<file path="src/hdl/mpls_label_action_map.svh">
// constants for the label-handling action decoder: field codes, limits and reset values
// assumes inclusion by the package and the decoder files only
`ifndef MPLS_LABEL_ACTION_MAP_SVH
`define MPLS_LABEL_ACTION_MAP_SVH

`define SEL_KEEP 2'h3
`define MAX_LABEL_DEPTH 2'h2
`define LABEL_ENTRIES 3
`define FWD_NONE 4'h0
`define FWD_PW_TERM 4'h1
`define FWD_SWAP 4'h2
`define FWD_POP 4'h3
`define FWD_CONTROL_PDU_MODE 4'h4
`define PDU_RESERVED 3'h6
`define POS_KEEP 2'h0
`define TC_RESET 3'h0
`define TTL_RESET 8'h00

`endif

</file>
<file path="src/hdl/mpls_label_action_pkg.sv">
// types shared by the label-handling action decoder
// assumes the map header sits beside it on the include path
package mpls_label_action_pkg;
    `include "mpls_label_action_map.svh"

    // one label stack entry as handed over by the parser
    typedef struct packed {
        logic [19:0] label;
        logic [2:0] tc;
        logic bos;
        logic [7:0] ttl;
    } lse_t;

    // label-handling part of the action word
    typedef struct packed {
        logic [1:0] tcSourceSelect;
        logic [1:0] ttlSourceSelect;
        logic [1:0] validLabelDepth;
        logic [3:0] forwardingType;
        logic [2:0] oamChannelType;
        logic [2:0] oamDetectSelect;
    } action_t;

    typedef enum logic [2:0] {
        FWD_ACT_NONE = 3'b000,
        FWD_ACT_PW = 3'b001,
        FWD_ACT_SWAP = 3'b010,
        FWD_ACT_POP = 3'b011,
        FWD_ACT_CTRL = 3'b100,
        FWD_ACT_BAD = 3'b111
    } fwd_action_t;

    // pdu position choice in control-pdu mode
    typedef enum logic [1:0] {
        POS_UNCHANGED = 2'b00,
        POS_ETH_PAYLOAD = 2'b01,
        POS_IP_PAYLOAD = 2'b10,
        POS_NON_NORMALIZED = 2'b11
    } pdu_pos_t;

    // decoded results for the frame rewriter
    typedef struct packed {
        fwd_action_t action;
        logic terminatePw;
        logic doSwap;
        logic doPop;
        logic [1:0] swapIndex;
        logic [1:0] popCount;
        logic [1:0] pwIndex;
        logic oamDetectAllowed;
        logic ctrlPdu;
        logic [2:0] headerPduKind;
        pdu_pos_t pduPosition;
        logic pduPositionUpdate;
        logic configError;
    } result_t;
endpackage

</file>
<file path="src/hdl/lse_field_pick.sv">
// picks tc and ttl from one of the first label stack entries
// assumes entries are already stripped of skipped reserved labels
`timescale 1ns/10ps
module lse_field_pick (
    input wire mpls_label_action_pkg::lse_t [2:0] entries,
    input wire logic [1:0] labelCount,
    input wire logic [1:0] tcSelect,
    input wire logic [1:0] ttlSelect,
    input wire logic [2:0] tcIn,
    input wire logic [7:0] ttlIn,
    output logic [2:0] tcOut,
    output logic [7:0] ttlOut
);
    import mpls_label_action_pkg::*;

    logic [2:0] present;

    // entry k exists when the stack holds more than k entries
    genvar k;
    generate
        for (k = 0; k < `LABEL_ENTRIES; k++) begin : g_present
            assign present[k] = labelCount > 2'(k);
        end
    endgenerate

    // code 3 or a missing entry keeps the incoming value
    always_comb begin
        tcOut = tcIn;
        ttlOut = ttlIn;
        if (tcSelect != `SEL_KEEP && present[tcSelect]) begin
            tcOut = entries[tcSelect].tc;
        end
        if (ttlSelect != `SEL_KEEP && present[ttlSelect]) begin
            ttlOut = entries[ttlSelect].ttl;
        end
    end
endmodule

</file>
<file path="src/hdl/mpls_label_action_decode.sv">
// decoder for the label-handling part of a classification action word
// assumes the lookup engine presents action and label stack with actValid,
// and the frame rewriter takes results one cycle later on resValid
// Summary of operation
// - tc selector 0..2 takes that entry's tc if present; 3 keeps tc
// - ttl selector 0..2 takes that entry's ttl if present; 3 keeps ttl
// - entry 0 is the outermost label, higher indices lie deeper
// - valid depth counts from 0 at the top, legal range 0 to 2
// - skipped reserved labels do not count toward the valid depth
// - depth means nothing, pw position, swap position or deepest pop
// - type 0 none, 1 pw termination, 2 swap, 3 pop
// - type 4 is control-pdu mode, oam type sets pdu kind directly
// - type none does no termination, swap or pop
// - swap replaces label at depth, pops all above it
// - swap detects no oam; reserved label or ttl expiry may redirect
// - control-pdu mode passes oam type as header pdu kind
// - control-pdu mode oam selector picks the pdu position
`timescale 1ns/10ps
module mpls_label_action_decode (
    input wire logic clk,
    input wire logic rst_n,
    input wire logic actValid,
    input wire mpls_label_action_pkg::action_t action,
    input wire mpls_label_action_pkg::lse_t [2:0] labelStack,
    input wire logic [1:0] labelCount,
    input wire logic [2:0] tcIn,
    input wire logic [7:0] ttlIn,
    input wire logic reservedLabelSeen,
    input wire logic ttlExpired,
    output logic resValid,
    output mpls_label_action_pkg::result_t result,
    output logic [2:0] tcOut,
    output logic [7:0] ttlOut,
    output logic cpuRedirect
);
    import mpls_label_action_pkg::*;

    logic resValid_q, resValid_d;
    result_t result_q, result_d;
    logic [2:0] tc_q, tc_d;
    logic [7:0] ttl_q, ttl_d;
    logic redirect_q, redirect_d;
    logic [2:0] pickTc;
    logic [7:0] pickTtl;
    logic depthOk;
    logic depthPresent;

    // label count already excludes skipped reserved labels upstream
    lse_field_pick u_pick (
        .entries(labelStack),
        .labelCount(labelCount),
        .tcSelect(action.tcSourceSelect),
        .ttlSelect(action.ttlSourceSelect),
        .tcIn(tcIn),
        .ttlIn(ttlIn),
        .tcOut(pickTc),
        .ttlOut(pickTtl)
    );

    // depth must be in range and name an entry the frame really carries
    always_comb begin
        depthOk = action.validLabelDepth <= `MAX_LABEL_DEPTH;
        depthPresent = action.validLabelDepth < labelCount;
    end

    // decode forwarding type and fill every result field
    always_comb begin
        result_d = '0;
        result_d.action = FWD_ACT_NONE;
        result_d.pduPosition = POS_UNCHANGED;
        redirect_d = 1'b0;
        resValid_d = actValid;
        tc_d = tc_q;
        ttl_d = ttl_q;
        if (actValid) begin
            tc_d = pickTc;
            ttl_d = pickTtl;
            unique case (action.forwardingType)
                `FWD_NONE: begin
                    // depth ignored, nothing stripped or swapped
                    result_d.action = FWD_ACT_NONE;
                    result_d.oamDetectAllowed = 1'b1;
                end
                `FWD_PW_TERM: begin
                    result_d.action = FWD_ACT_PW;
                    result_d.terminatePw = 1'b1;
                    result_d.pwIndex = action.validLabelDepth;
                    result_d.oamDetectAllowed = 1'b1;
                    // out-of-range oam type is flagged, not acted upon
                    result_d.configError = (action.oamChannelType > 3'h4)
                        || !depthOk || !depthPresent;
                end
                `FWD_SWAP: begin
                    result_d.action = FWD_ACT_SWAP;
                    result_d.doSwap = depthOk && depthPresent;
                    result_d.swapIndex = action.validLabelDepth;
                    // everything above the swap label is popped
                    result_d.popCount = action.validLabelDepth;
                    result_d.oamDetectAllowed = 1'b0;
                    redirect_d = reservedLabelSeen || ttlExpired;
                    result_d.configError = !depthOk || !depthPresent;
                end
                `FWD_POP: begin
                    result_d.action = FWD_ACT_POP;
                    result_d.doPop = depthOk && depthPresent;
                    // deepest popped position is inclusive, so count is +1
                    result_d.popCount =
                        2'(action.validLabelDepth + 2'h1);
                    result_d.oamDetectAllowed = 1'b1;
                    result_d.configError = !depthOk || !depthPresent ||
                        !(action.oamChannelType == 3'h0 ||
                          action.oamChannelType == 3'h5 ||
                          action.oamChannelType == 3'h6);
                end
                `FWD_CONTROL_PDU_MODE: begin
                    result_d.action = FWD_ACT_CTRL;
                    result_d.ctrlPdu = 1'b1;
                    // kind passes straight through, post-processing bypassed
                    result_d.headerPduKind = action.oamChannelType;
                    result_d.configError =
                        action.oamChannelType == `PDU_RESERVED;
                    // selector 4 and up have no position meaning
                    if (action.oamDetectSelect[2]) begin
                        result_d.pduPosition = POS_UNCHANGED;
                        result_d.configError = 1'b1;
                    end else begin
                        result_d.pduPosition =
                            pdu_pos_t'(action.oamDetectSelect[1:0]);
                    end
                    result_d.pduPositionUpdate =
                        result_d.pduPosition != POS_UNCHANGED;
                end
                default: begin
                    // undefined codes report the bad action and are flagged; nothing stripped, swapped or oam-enabled
                    result_d.action = FWD_ACT_BAD;
                    result_d.configError = 1'b1;
                end
            endcase
        end
    end

    // register all results; outputs come straight from flip-flops
    always_ff @(posedge clk or negedge rst_n) begin
        if (!rst_n) begin
            resValid_q <= 1'b0;
            result_q <= '0;
            tc_q <= `TC_RESET;
            ttl_q <= `TTL_RESET;
            redirect_q <= 1'b0;
        end else begin
            resValid_q <= resValid_d;
            result_q <= result_d;
            tc_q <= tc_d;
            ttl_q <= ttl_d;
            redirect_q <= redirect_d;
        end
    end

    assign resValid = resValid_q;
    assign result = result_q;
    assign tcOut = tc_q;
    assign ttlOut = ttl_q;
    assign cpuRedirect = redirect_q;
endmodule

</file>
<file path="config.mk">
export PLATFORM = sky130hd
export DESIGN_NAME = mpls_label_action_decode
export DESIGN_NICKNAME = d
export VERILOG_FILES = /design/src/hdl/mpls_label_action_pkg.sv /design/src/hdl/lse_field_pick.sv /design/src/hdl/mpls_label_action_decode.sv
export VERILOG_INCLUDE_DIRS = /design/src /design/src/hdl
export SDC_FILE = /design/constraint.sdc
export NUM_CORES = 1
export LEC_CHECK = 0
export BUFFER_PORTS_ARGS = -buffer_cell sky130_fd_sc_hd__buf_4
export CORE_ASPECT_RATIO = 1.25
export CORE_UTILIZATION = 39
export CTS_CLUSTER_DIAMETER = 200
export CTS_CLUSTER_SIZE = 40
export DETAILED_ROUTE_END_ITERATION = 6
export PLACE_DENSITY = 0.87
export SYNTH_ARGS = -nofsm -noshare
export SYNTH_HDL_FRONTEND = slang
export SYNTH_SLANG_ARGS = --single-unit
</file>
<file path="constraint.sdc">
create_clock -name clk -period 1.35 [get_ports clk]
set_clock_uncertainty 0.2 [all_clocks]
set_input_delay 0.3375 -clock clk [delete_from_list [all_inputs] [get_ports clk]]
set_output_delay 0.3375 -clock clk [all_outputs]
set_load 0.05 [all_outputs]
</file>
# After elaboration in Yosys (flattened, before gate mapping)
# Index checks and enable logic that the tools add are counted.
# word_totals
word_cells,78
input_bits,130
rom_bits,0
mem_count,0
latchBits,0
ram_bits,0
reg_bits,34
# op_classes
n_eq_ne,8
n_mux,27
n_lt_le_gt_ge,8
n_reduce_logical,17
n_div,0
add_sub_neg,1
mul,0
shift,0
n_bitwise,0
# ops
cell,n
32-bit binary-select mux with 2-bit select,2
21-bit two-way mux,1
8-bit two-way mux,2
3-bit one-hot mux with 5 select lines,1
12-bit two-way mux,1
2-bit two-way mux,5
1-bit two-way mux,9
"4-bit by 2-bit equality test with 1-bit output, second input constant",2
1-bit logical OR,7
7-bit two-way mux,1
"3-bit equality test, second input constant",2
"2-bit by 3-bit less-than comparator with 1-bit output, second input constant",2
1-bit one-hot mux with 5 select lines,1
1-bit binary-select mux with 2-bit select,2
"4-bit by 1-bit equality test with 1-bit output, second input constant",1
"4-bit by 3-bit equality test with 1-bit output, second input constant",1
"2-bit by 1-bit greater-than comparator with 1-bit output, second input constant",2
4-bit zero test,1
"2-bit != test, second input constant",2
2-bit one-hot mux with 2 select lines,1
"3-bit greater-than comparator, second input constant",1
1-bit logical AND,3
1-bit zero test,3
3-bit zero test,1
other kinds (7),7

# Depth between registers and ports, before layout
# Gate-level depths: netlist (run 1).
# logic_depth
ltp_word,7
ltp_mapped,6
mapped_depth_nobuf,5

# By module
# From an unflattened synthesis (run 1), not the netlist that was laid out.
# unflattened
hier_cells,140
area_unflattened_um2,1722.9
# by_module_without_submodules
module,cells_each,n_inst,area_each_um2,seq_area_each_um2
mpls_label_action_decode,95,1,1311.3,850.8
lse_field_pick,45,1,411.6,0.0

# Least setup slack after synthesis (run 1)
# No wires, ideal clock.
# synth_path
kind,input port to flip-flop
from,input labelCount[1]
to,"register result_q, in the netlist result[0]"
required_time_ps,1021
path_slack_ps,-440
setup_time_ps,129
stages,5
arrival_ps,1461
cell_sequence,inv_1 ha_1 a211oi_1 a21boi_0 o41a_1
# synth_rtl
element,line,text
from (decl),mpls_label_action_decode.sv:25,"input wire logic [1:0] labelCount,"
to (signal assigned),mpls_label_action_decode.sv:152,result_q <= result_d;
to (decl),mpls_label_action_decode.sv:39,"result_t result_q, result_d;"

# Final worst setup path (run 1)
# layout_path
from,input labelCount[0]
to,register ttl_q[3] (netlist: ttlOut[3])
# layout_via
elab_chain_cells,5
word_cells_on_any_way,7
cone_classes,order compare: 3; mux: 3; reduce/logical: 1
# layout_rtl
element,line,text
2-bit by 1-bit greater-than comparator with 1-bit output / 2-bit greater-than comparator (equally long branches),lse_field_pick.sv:22,assign present[k] = labelCount > 2'(k);
1-bit binary-select mux with 2-bit select *,lse_field_pick.sv:33,if (ttlSelect != `SEL_KEEP && present[ttlSelect]) begin
1-bit two-way mux (implied by the code) *,lse_field_pick.sv:33,
1-bit logical AND *,lse_field_pick.sv:33,
8-bit two-way mux *,lse_field_pick.sv:33,
to (signal assigned),mpls_label_action_decode.sv:148,ttl_q <= `TTL_RESET;
to (signal assigned),mpls_label_action_decode.sv:154,ttl_q <= ttl_d;
to (decl),mpls_label_action_decode.sv:41,"logic [7:0] ttl_q, ttl_d;"
# Mark *: on every way between the ends. The rest lies on a longest branch, timed or not. The select of a mux whose other input is x is not followed.
# A chain may end at the register's enable or synchronous reset.

==> flow_summary_export.csv, run 1 <==
group,metric,value,unit
cts,clock-sinks,34,
worst_setup_path,crit_top_cell,"mux2_4",
cts,clkTransAtPathRegs,0.07,ns
hold_path,hold_path.class,"in2reg",
cts,cts_buffers,5,
floorplanning,die_area,4660,um2
timing,hold_ws,0.0499,ns
floorplanning,fp.dieH,76.1,um
placed_design,port_buffers,100,
floorplanning,io_pins,164,
logic_synthesis,syn_nets,274,
worst_setup_path,r2r-end,"tcOut[0]$_DFFE_PN0P_",
worst_setup_path,rrSetupSlack,0.23,ns
logic_synthesis,syn_avg_cell_area,12.1,um2
logic_synthesis,synth_area,1710,um2
hold_path,min-delay-start,"reservedLabelSeen",
grt,grt_usage,0.237,
power_and_ir_drop,peakVddDrop,0.000654,V
grt,grt_max_degree,35,
floorplanning,row_count,26,
layout,drive_gt1_frac,0.623,
timing,finalCritPeriodShare,1.14,
timing,hold_viol_final,0,
timing,setup_tns,-2.29,ns
placed_design,place_congestion,0.780,
worst_setup_path,cpPeakStageDelay,0.38,ns
timing,fin_ws,-0.193,ns
outcome,violations,"setup timing",
worst_setup_path,cp_max_fo,8,
detailed_routing,via_count,1600,
worst_setup_path,crit_family,"multiplexers",
power_and_ir_drop,power_density,945,nW/um2
logic_synthesis,postSynth.topFlopCell,"dfrtp_1",
worst_setup_path,slowest_stage,"maj3_4",
floorplanning,initial_utilization,0.411,
logic_synthesis,synth.most_common_cell,"dfrtp_1",
logic_synthesis,synth.largest_area_cell,"dfrtp_1",
worst_setup_path,reg2reg_depth,2,
grt,antenna_found_initial,0,
cts,cts-root-buf,"clkbuf_8",
grt,grt_pass1_wl,7.99,mm
worst_setup_path,required,1.32,ns
logic_synthesis,netlist_top_cells_count,"dfrtp_1 (34), mux2_2 (22), mux2i_1 (12)",
layout,syn_to_final_growth,76.6,%
logic_synthesis,synth-seq-cells,34,
logic_synthesis,netlist.area_leader.share,0.497,
timing,tightest_slew,0.434,ns
worst_setup_path,cp_cell_sequence,"buf_6 -> nor2b_4 -> maj3_4 -> mux2_4 -> mux2_4",
logic_synthesis,synth_cell_types,35,
detailed_routing,drt_iter0_markers,27,
logic_synthesis,synth.area.top_cells,"dfrtp_1 (50%), mux2_2 (14%), mux2i_1 (7.0%), o2bb2ai_1 (5.6%), and2_1 (3.7%)",
grt,grt_overflow,0,
layout,final_nets,399,
timing,slew_violations,0,
logic_synthesis,synthesis.instances,142,
power_and_ir_drop,power_leakage,1.52,nW
cts,cts-htree-levels,2,
cts,clkLatencyLatePin,0.28,ns
worst_setup_path,start_kind,"input port",
placed_design,dp_hpwl,3.73,mm
worst_setup_path,r2r_start,"tcOut[0]$_DFFE_PN0P_",
worst_setup_path,crit_arrival,1.51,ns
detailed_routing,drt-vias-per-instance,4.94,
logic_synthesis,yosys_warnings,0,
logic_synthesis,synth-seq-area-share,0.497,
layout,antenna-diode-count,0,
floorplanning,core_area,4160,um2
detailed_routing,wl,5.25,mm
timing,fmax,648,MHz
logic_synthesis,synth_edf_count,0,
detailed_routing,drcViolationCount,0,
logic_synthesis,async_flop_share,1.00,
hold_path,hold-path-cell-count,2,
layout,final_util,0.726,
grt,grt_pass1_vias,1709,
worst_setup_path,end_kind,"flop",
timing,min_period,1.54,ns
detailed_routing,postRouteAntennaNets,0,
detailed_routing,firstDrtPassIters,4,
detailed_routing,post_drt_wl_per_cell,16.2,um
worst_setup_path,crit_buf_inv,1,
floorplanning,die_x,61.3,um
timing,finalSetupViolations,38,
timing,rsz0062_at_grt,"true",
hold_path,hold-path-endpoint,"cpuRedirect$_DFF_PN0_",
worst_setup_path,path_class,"in2reg",
cts,cts_buffer_depth,2,
outcome,outcome,"complete, but fails checks",
cts,cts_tree,"yes",
flow_run,maxCapViolations,0,
timing,slew_headroom,0.711,
-- cells by family (layout without fill, tap and decap cells) --
kind of cell / count (synthesis) / count (layout) / share of synthesized area
multiplexers: 34 / 34 / 0.215
flip-flops: 34 / 34 / 0.497
AND/OR/NAND/NOR: 31 / 31 / 0.103
AO/OA/AOI/OAI: 24 / 24 / 0.112
buffers and inverters: 13 / 139 / 0.0351
adder cells (fa/ha/maj): 4 / 4 / 0.0285
XOR/XNOR: 2 / 2 / 0.0102
-- state kept, by name, summed over array words and instances, names as in the netlist --
register and flops:
result 21, cpuRedirect 1, tcOut 3, resValid 1, ttlOut 8
-- routing by layer --
metal | routed length, um | global-route usage
met2 | 2430 | 0.377
met5 | 0 | 0
met3 | 780 | 0.129
met4 | 197 | 0.105
met1 | 1830 | 0.249
-- per-stage QoR --
| step | worst slack, ns | instance area (um2) | std cells | total power [mW] |
|---|---|---|---|---|
| 2_1_floorplan | -0.358 | 1810 | 142 | 1.62 |
| 3_3_place_gp | -0.495 | 2700 | 313 | 1.98 |
| 3_5_place_dp | -0.545 | 2700 | 313 | 1.99 |
| 4_1_cts | -0.178 | 3000 | 324 | 2.86 |
| 5_1_grt | -0.216 | 3020 | 324 | 2.98 |
| 6_report | -0.193 | 3020 | 324 | 2.86 |
-- area by class of cell --
cell class                      count  area, um2
Clock inverter                      1       5.00
Inverter                            5       21.3
Multi-Input combinational cell     95        896
Fill cell                         283       1140
Tap cell                           56       70.1
Clock buffer                        7       86.3
Sequential cell                    34        851
Timing Repair Buffer              126       1090
-- what timing repair did --
| item | 4_1_cts | 5_1_grt |
|---|---|---|
| endpoints found under the hold margin | 34 | 0 |
| setup endpoints to repair | 46 | 48 |
| hold buffers | 1 | 0 |
| resized for setup | 46 | 6 |
| buffers inserted | 2 | 1 |
| pin swaps | 4 | 5 |
-- worst max-delay path by stage --
stage	start	to	slack, ns	cells past startpoint
2_1_floorplan	action[12]	ttlOut[4]$_DFFE_PN0P_	-0.36	5
3_3_place_gp	action[11]	result[0]$_DFF_PN0_	-0.50	5
3_5_place_dp	action[11]	result[0]$_DFF_PN0_	-0.54	5
4_1_cts	labelCount[0]	ttlOut[3]$_DFFE_PN0P_	-0.18	5
5_1_grt	labelCount[0]	ttlOut[3]$_DFFE_PN0P_	-0.22	5
6_report	labelCount[0]	ttlOut[3]$_DFFE_PN0P_	-0.19	5
-- layout by cell type, fill, tap and decap left out, types with 2 or more instances in the layout --
master,netlist,routed
mux2i_1,12,12
clkbuf_8,0,6
nor2b_4,0,2
o21a_1,3,3
nand2_1,2,2
buf_6,1,37
o2bb2ai_1,11,11
dfrtp_1,34,34
inv_1,5,3
and2_1,10,10
mux2_2,22,16
mux2_4,0,6
a21oi_1,2,2
nor2b_1,5,3
a211oi_1,3,2
nor2_1,6,6
buf_4,0,87
-- power by group --
part / internal, mW / switching (mW)
Clock: 0.411 / 0.364
Sequential: 1.08 / 0.0493
Combinational: 0.466 / 0.483
Total: 1.96 / 0.897
Power figures use the tool's default switching activity.
==> run 2, diff against run 1 <==
--- a/config.mk
+++ b/config.mk
@@ -6,9 +6,10 @@
 export SDC_FILE = /design/constraint.sdc
 export NUM_CORES = 1
 export LEC_CHECK = 0
+export ABC_AREA = 1
 export BUFFER_PORTS_ARGS = -buffer_cell sky130_fd_sc_hd__buf_4
 export CORE_ASPECT_RATIO = 1.25
-export CORE_UTILIZATION = 39
+export CORE_UTILIZATION = 40
 export CTS_CLUSTER_DIAMETER = 200
 export CTS_CLUSTER_SIZE = 40
 export DETAILED_ROUTE_END_ITERATION = 6
==> run 2 against run 1 <==
Effect of this change:
- the run still ends with setup timing left
- synthesized cell count is 60% higher
- utilization is 2.9 points lower
- combinational power is 6.0% lower
- fmax increased by 11%
- final area increased by 0.41%
- flip-flop and latch count stayed put
- synthesized area is 5.6% higher
- routed wire length shrank 7.9%
- sequential share of layout area shrank 0.12 points
- die area rose by 2.8%
- clock-buffer cell count is 1 higher
- non-clock buffer count down 2
- critical endpoint is now ttlOut[1]
- largest power group unchanged
- highest routed layer unchanged
==> flow_summary_export.csv, run 2 <==
group,metric,value,unit
cts,cts-root-buf,"clkbuf_8",
floorplanning,io_pins,164,
timing,hold_viol_final,0,
layout,drive_gt1_frac,0.424,
worst_setup_path,cp_cell_sequence,"buf_6",
logic_synthesis,synth_xor_area_frac,0,
detailed_routing,post_drt_wl_per_cell,11.7,um
layout,largest_reg_flops,21,
worst_setup_path,crit_family,"flip-flops",
placed_design,dp_hpwl,3.69,mm
worst_setup_path,end_kind,"output port",
detailed_routing,wl,4.83,mm
detailed_routing,drt_iter0_markers,58,
logic_synthesis,synth_area,1810,um2
logic_synthesis,synth.most_common_cell,"nand2_1",
flow_run,maxCapViolations,0,
logic_synthesis,synth_cell_types,27,
detailed_routing,drcViolationCount,0,
worst_setup_path,slowest_stage,"dfrtp_1",
cts,clkTransAtPathRegs,0.07,ns
power_and_ir_drop,clock_power_share,0.303,
power_and_ir_drop,peakVddDrop,0.000335,V
power_and_ir_drop,swShare,0.309,
hold_path,hold-path-endpoint,"resValid$_DFF_PN0_",
timing,rsz0062_at_grt,"true",
layout,antenna-diode-count,0,
logic_synthesis,postSynth.topFlopCell,"dfrtp_1",
logic_synthesis,netlist.area_leader.share,0.471,
cts,cts_tree,"yes",
worst_setup_path,r2r-end,"ttlOut[2]$_DFFE_PN0P_",
worst_setup_path,rrSetupSlack,0.31,ns
logic_synthesis,yosys_warnings,0,
timing,finalCritPeriodShare,1.03,
hold_path,hold-path-cell-count,1,
timing,fin_ws,-0.0382,ns
cts,clock-sinks,34,
cts,cts_buffers,5,
grt,grt_pass1_vias,1907,
power_and_ir_drop,power_leakage,1.61,nW
worst_setup_path,cp_max_fo,2,
grt,grt_overflow,0,
timing,finalSetupViolations,23,
hold_path,hold_path.class,"in2reg",
cts,cts_buffer_depth,2,
floorplanning,initial_utilization,0.415,
layout,final_cell_mix,"buf_4 (89), nand2_1 (63), dfrtp_1 (34), buf_6 (34), nand3_1 (24)",
logic_synthesis,syn_avg_cell_area,7.96,um2
timing,slew_violations,0,
outcome,outcome,"complete, but fails checks",
worst_setup_path,cpPeakStageDelay,0.40,ns
logic_synthesis,synthAdderAreaFrac,0.0138,
timing,slew_headroom,0.734,
timing,tightest_slew,0.399,ns
logic_synthesis,synthesis.instances,227,
logic_synthesis,yosys.area_share.simple,0.336,
placed_design,place_congestion,0.798,
floorplanning,fp.dieH,77.2,um
power_and_ir_drop,p_sw,0.892,mW
power_and_ir_drop,fin_total_pwr,2.88,mW
logic_synthesis,synth.area.top_cells,"dfrtp_1 (47%), nand2_1 (13%), nand3_1 (6.6%), a21oi_1 (5.3%), nor2_1 (5.0%)",
layout,syn_to_final_growth,68.0,%
floorplanning,core_area,4360,um2
timing,min_period,1.39,ns
worst_setup_path,path_class,"reg2out",
layout,final_nets,485,
logic_synthesis,synth.largest_area_cell,"dfrtp_1",
grt,grt_usage,0.217,
logic_synthesis,synth-seq-area-share,0.471,
detailed_routing,drt-vias-per-instance,4.77,
layout,fillCellCount,321,
cts,cts-htree-levels,2,
grt,grt_pass1_wl,8.15,mm
worst_setup_path,r2r_start,"ttlOut[2]$_DFFE_PN0P_",
worst_setup_path,crit_arrival,0.85,ns
outcome,violations,"setup timing",
grt,grt_max_degree,35,
logic_synthesis,synth_compound_area_frac,0.0983,
logic_synthesis,synth_top_family_by_area,"simple AND/OR/NAND/NOR gates",
placed_design,port_buffers,100,
logic_synthesis,synth_edf_count,0,
worst_setup_path,reg2reg_depth,4,
power_and_ir_drop,pwr-share-seq,0.387,
power_and_ir_drop,p_int,1.99,mW
cts,clkLatencyLatePin,0.29,ns
power_and_ir_drop,power_density,949,nW/um2
logic_synthesis,syn_nets,359,
timing,fmax,720,MHz
detailed_routing,via_count,1965,
layout,final_common_cell,"buf_4",
logic_synthesis,synth-seq-cells,34,
floorplanning,die_area,4790,um2
worst_setup_path,crit_buf_inv,1,
detailed_routing,postRouteAntennaNets,0,
worst_setup_path,required,0.81,ns
logic_synthesis,netlist_top_cells_count,"nand2_1 (63), dfrtp_1 (34), nand3_1 (24), nor2_1 (24), a21oi_1 (19)",
logic_synthesis,async_flop_share,1.00,
floorplanning,row_count,27,
logic_synthesis,synth_mux_area_frac,0,
grt,antenna_found_initial,0,
floorplanning,die_x,62.1,um
hold_path,min-delay-start,"actValid",
worst_setup_path,start_kind,"flop",
layout,final_util,0.697,
power_and_ir_drop,combPwrFrac,0.309,
detailed_routing,firstDrtPassIters,4,
## run 2: changes by cell type after synthesis, moves of 4 or more
| cell | previous run | this run |
|---|---|---|
| a21oi_1 | 2 | 19 |
| and2_1 | 10 | 0 |
| inv_1 | 5 | 18 |
| inv_2 | 0 | 4 |
| mux2_2 | 22 | 0 |
| mux2i_1 | 12 | 0 |
| nand2_1 | 2 | 63 |
| nand3_1 | 1 | 24 |
| nand3b_1 | 1 | 11 |
| nor2_1 | 6 | 24 |
| nor2b_1 | 5 | 0 |
| o2bb2ai_1 | 11 | 0 |
## run 2: worst max path at each step
stage | end | start | cells past startpoint
after floorplan | result[0]$_DFF_PN0_ | labelCount[1] | 10
after global placement | result[0]$_DFF_PN0_ | action[11] | 10
after detailed placement | result[0]$_DFF_PN0_ | action[11] | 10
after CTS | ttlOut[1] | ttlOut[1]$_DFFE_PN0P_ | 1
after global routing | ttlOut[6] | ttlOut[6]$_DFFE_PN0P_ | 1
final | ttlOut[1] | ttlOut[1]$_DFFE_PN0P_ | 1
## run 2: cell families (layout without fill, tap and decap cells)
| family | Yosys count | count (layout) |
|---|---|---|
| AND/OR/NAND/NOR | 133 | 133 |
| AO/OA/AOI/OAI | 29 | 29 |
| flip-flops | 34 | 34 |
| adder cells (fa/ha/maj) | 2 | 2 |
| buffers and inverters | 29 | 156 |
## run 2: through the flow
| stage | setup slack (ns) | TNS, ns | hold slack [ns] | cells | instance area (um2) |
|---|---|---|---|---|---|
| finish | -0.0382 | -0.451 | 0.0478 | 412 | 3040 |
| floorplan | 0.0191 | 0 | -0.158 | 227 | 1840 |
| global placement | -0.196 | -1.80 | 0.0893 | 396 | 2730 |
| CTS | -0.0494 | -0.660 | 0.0396 | 407 | 2990 |
| detailed placement | -0.242 | -2.48 | 0.0946 | 396 | 2730 |
| global route | -0.0661 | -1.42 | 0.0486 | 412 | 3040 |
## run 2: power groups by stage
stage | Clock, mW | Sequential, mW | Combinational [mW]
after floorplan | 0 | 1.33 | 0.236
after global placement | 0 | 1.12 | 0.796
after detailed placement | 0 | 1.12 | 0.809
after CTS | 0.886 | 1.12 | 0.861
after global routing | 0.956 | 1.12 | 0.961
final | 0.875 | 1.12 | 0.892
## run 2: layout make-up
type | instances | area, um2 | area share
Clock buffer | 8 | 110 | 0.0363
Timing Repair Buffer | 124 | 1060 | 0.349
Tap cell | 58 | 72.6 | 0.0239
Sequential cell | 34 | 851 | 0.280
Inverter | 24 | 96.3 | 0.0317
Multi-Input combinational cell | 164 | 846 | 0.279
## run 2: what timing repair did
item	CTS	global route
endpoints found under the hold margin	34	0
hold buffers	1	0
endpoints found under the setup margin	34	35
cloned	0	0
pin swaps	0	0
setup buffers	2	5
resized for setup	34	1
## run 2: metal layers
layer	vias up	global-route usage	share of wire
met1	873	0.246	0.41
met2	95	0.384	0.50
met5	-	0	0
met3	10	0.0536	0.071
li1	987	-	-
met4	0	0.0953	0.021
==> run 3, diff against run 2 <==
--- a/config.mk
+++ b/config.mk
@@ -6,14 +6,15 @@
 export SDC_FILE = /design/constraint.sdc
 export NUM_CORES = 1
 export LEC_CHECK = 0
-export ABC_AREA = 1
 export BUFFER_PORTS_ARGS = -buffer_cell sky130_fd_sc_hd__buf_4
 export CORE_ASPECT_RATIO = 1.25
-export CORE_UTILIZATION = 40
+export CORE_UTILIZATION = 39
 export CTS_CLUSTER_DIAMETER = 200
 export CTS_CLUSTER_SIZE = 40
 export DETAILED_ROUTE_END_ITERATION = 6
 export PLACE_DENSITY = 0.87
+export SKIP_LAST_GASP = 1
 export SYNTH_ARGS = -nofsm -noshare
 export SYNTH_HDL_FRONTEND = slang
 export SYNTH_SLANG_ARGS = --single-unit
+export TNS_END_PERCENT = 5
==> run 3 against run 2 <==
Effect of this change:
- the run still ends with setup timing left
- flip-flop and latch count is the same
- final area fell by 6.3%
- final cell count decreased by 22%
- critical path type is now in2reg
- largest cell class unchanged
==> flow_summary_export.csv, run 3 (synthesis gave the netlist of run 1 again) <==
group,metric,value,unit
placed_design,dp_hpwl,3.56,mm
detailed_routing,firstDrtPassIters,4,
cts,cts_tree,"yes",
power_and_ir_drop,power_leakage,1.46,nW
grt,use_met2,0.350,
detailed_routing,post_drt_wl_per_cell,14.7,um
grt,met1_usage,0.234,
worst_setup_path,start_kind,"input port",
detailed_routing,drcViolationCount,0,
timing,fin_ws,-0.180,ns
timing,hold_viol_final,0,
layout,largest_reg_flops,21,
layout,fin_area,2850,um2
layout,final_util,0.684,
placed_design,port_buffers,100,
layout,antenna-diode-count,0,
floorplanning,row_count,26,
worst_setup_path,cp_max_fo,8,
grt,grt_pass1_wl,7.25,mm
layout,syn_to_final_growth,66.2,%
placed_design,place_congestion,0.920,
timing,fmax,653,MHz
layout,final_nets,397,
grt,grt.met3_usage,0.0985,
timing,finalSetupViolations,46,
detailed_routing,postRouteAntennaNets,0,
layout,seq_area,851,um2
power_and_ir_drop,pwr-share-seq,0.408,
worst_setup_path,crit_arrival,1.50,ns
detailed_routing,via_count,1556,
timing,slew_violations,0,
timing,rsz0062_at_grt,"true",
floorplanning,die_x,61.3,um
layout,final_cells,322,
worst_setup_path,path_class,"in2reg",
timing,tightest_slew,0.426,ns
detailed_routing,drt-vias-per-instance,4.83,
layout,multi_input_area,848,um2
power_and_ir_drop,combPwrFrac,0.317,
floorplanning,die_area,4660,um2
detailed_routing,wl,4.73,mm
cts,clock-sinks,34,
worst_setup_path,end_kind,"flop",
grt,grt_max_degree,35,
power_and_ir_drop,power_density,964,nW/um2
cts,clkLatencyLatePin,0.28,ns
grt,grt_pass1_vias,1613,
cts,cts_buffer_depth,2,
outcome,outcome,"complete, but fails checks",
placed_design,dpl_cell_area,2680,um2
outcome,violations,"setup timing",
timing,slew_headroom,0.716,
grt,grt_usage,0.211,
placed_design,place_ws,-0.590,ns
cts,cts-root-buf,"clkbuf_8",
power_and_ir_drop,p_int,1.90,mW
floorplanning,core_area,4160,um2
power_and_ir_drop,peakVddDrop,0.000613,V
floorplanning,fp.dieH,76.1,um
flow_run,maxCapViolations,0,
floorplanning,io_pins,164,
layout,drive_gt1_frac,0.598,
timing,finalCritPeriodShare,1.13,
grt,antenna_found_initial,0,
layout,fillCellCount,325,
placed_design,placed_cells_incl_taps,312,
layout,final_common_cell,"buf_4",
grt,busiest_layer,"met2",
power_and_ir_drop,p_sw,0.844,mW
layout,final_cell_mix,"buf_4 (118), dfrtp_1 (34), mux2_2 (20)",
floorplanning,initial_utilization,0.411,
cts,cts-htree-levels,2,
cts,clkTransAtPathRegs,0.07,ns
power_and_ir_drop,clock_power_share,0.275,
hold_path,hold_path.class,"in2reg",
power_and_ir_drop,swShare,0.307,
grt,grt_overflow,0,
timing,min_period,1.53,ns
detailed_routing,drt_iter0_markers,46,
worst_setup_path,required,1.32,ns
cts,cts_buffers,5,
-- run 3: worst paths after layout --
check	startpoint	to	slack [ns]	depth (start not counted)
max	labelCount[0]	ttlOut[3]$_DFFE_PN0P_	-0.18	5
min	reservedLabelSeen	cpuRedirect$_DFF_PN0_	0.06	2
max reg2reg	ttlOut[3]$_DFFE_PN0P_	ttlOut[3]$_DFFE_PN0P_	0.37	1
min reg2reg	ttlOut[4]$_DFFE_PN0P_	ttlOut[4]$_DFFE_PN0P_	0.31	1
max in group asynchronous	rst_n	result[0]$_DFF_PN0_	0.31	2
min in group asynchronous	rst_n	result[13]$_DFF_PN0_	0.34	2
-- run 3: per-stage QoR --
| stage | TNS, ns | hold slack [ns] | power [mW] |
|---|---|---|---|
| after CTS | -3.08 | 0.0554 | 2.77 |
| after floorplan | -4.83 | -0.158 | 1.59 |
| after global placement | -7.04 | 0.103 | 1.95 |
| after detailed placement | -7.07 | 0.107 | 1.97 |
| after global routing | -4.31 | 0.0470 | 2.88 |
| final | -2.96 | 0.0570 | 2.75 |
-- run 3: critical path: stages --
cell and delay, ns:
buf_6 0.09, nor2b_4 0.11, maj3_4 0.39, mux2_4 0.32, mux2_4 0.26
-- run 3: layer usage --
layer,part of all wire,vias up
met4,0.019,0
met1,0.37,709
met2,0.48,86
met5,0,-
li1,-,752
met3,0.13,9
-- run 3: what timing repair did --
action | in CTS | in global routing
pin swaps | 5 | 2
endpoints found under the hold margin | 34 | 0
hold buffers | 1 | 0
setup buffers | 1 | 0
resized for setup | 13 | 1
endpoints found under the setup margin | 46 | 46
-- run 3: layout make-up --
class | instances | share of cell area
Clock buffer | 7 | 0.0303
Clock inverter | 1 | 0.00176
Inverter | 5 | 0.00747
Multi-Input combinational cell | 95 | 0.298
Sequential cell | 34 | 0.299
Tap cell | 56 | 0.0246
Timing Repair Buffer | 124 | 0.339
-- run 3: power groups by stage --
stage / clock network (mW) / logic (mW) / registers [mW]
2_1_floorplan: 0 / 0.225 / 1.37
4_1_cts: 0.774 / 0.870 / 1.12
5_1_grt: 0.827 / 0.927 / 1.13
3_3_place_gp: 0 / 0.820 / 1.13
6_report: 0.754 / 0.871 / 1.12
3_5_place_dp: 0 / 0.835 / 1.14
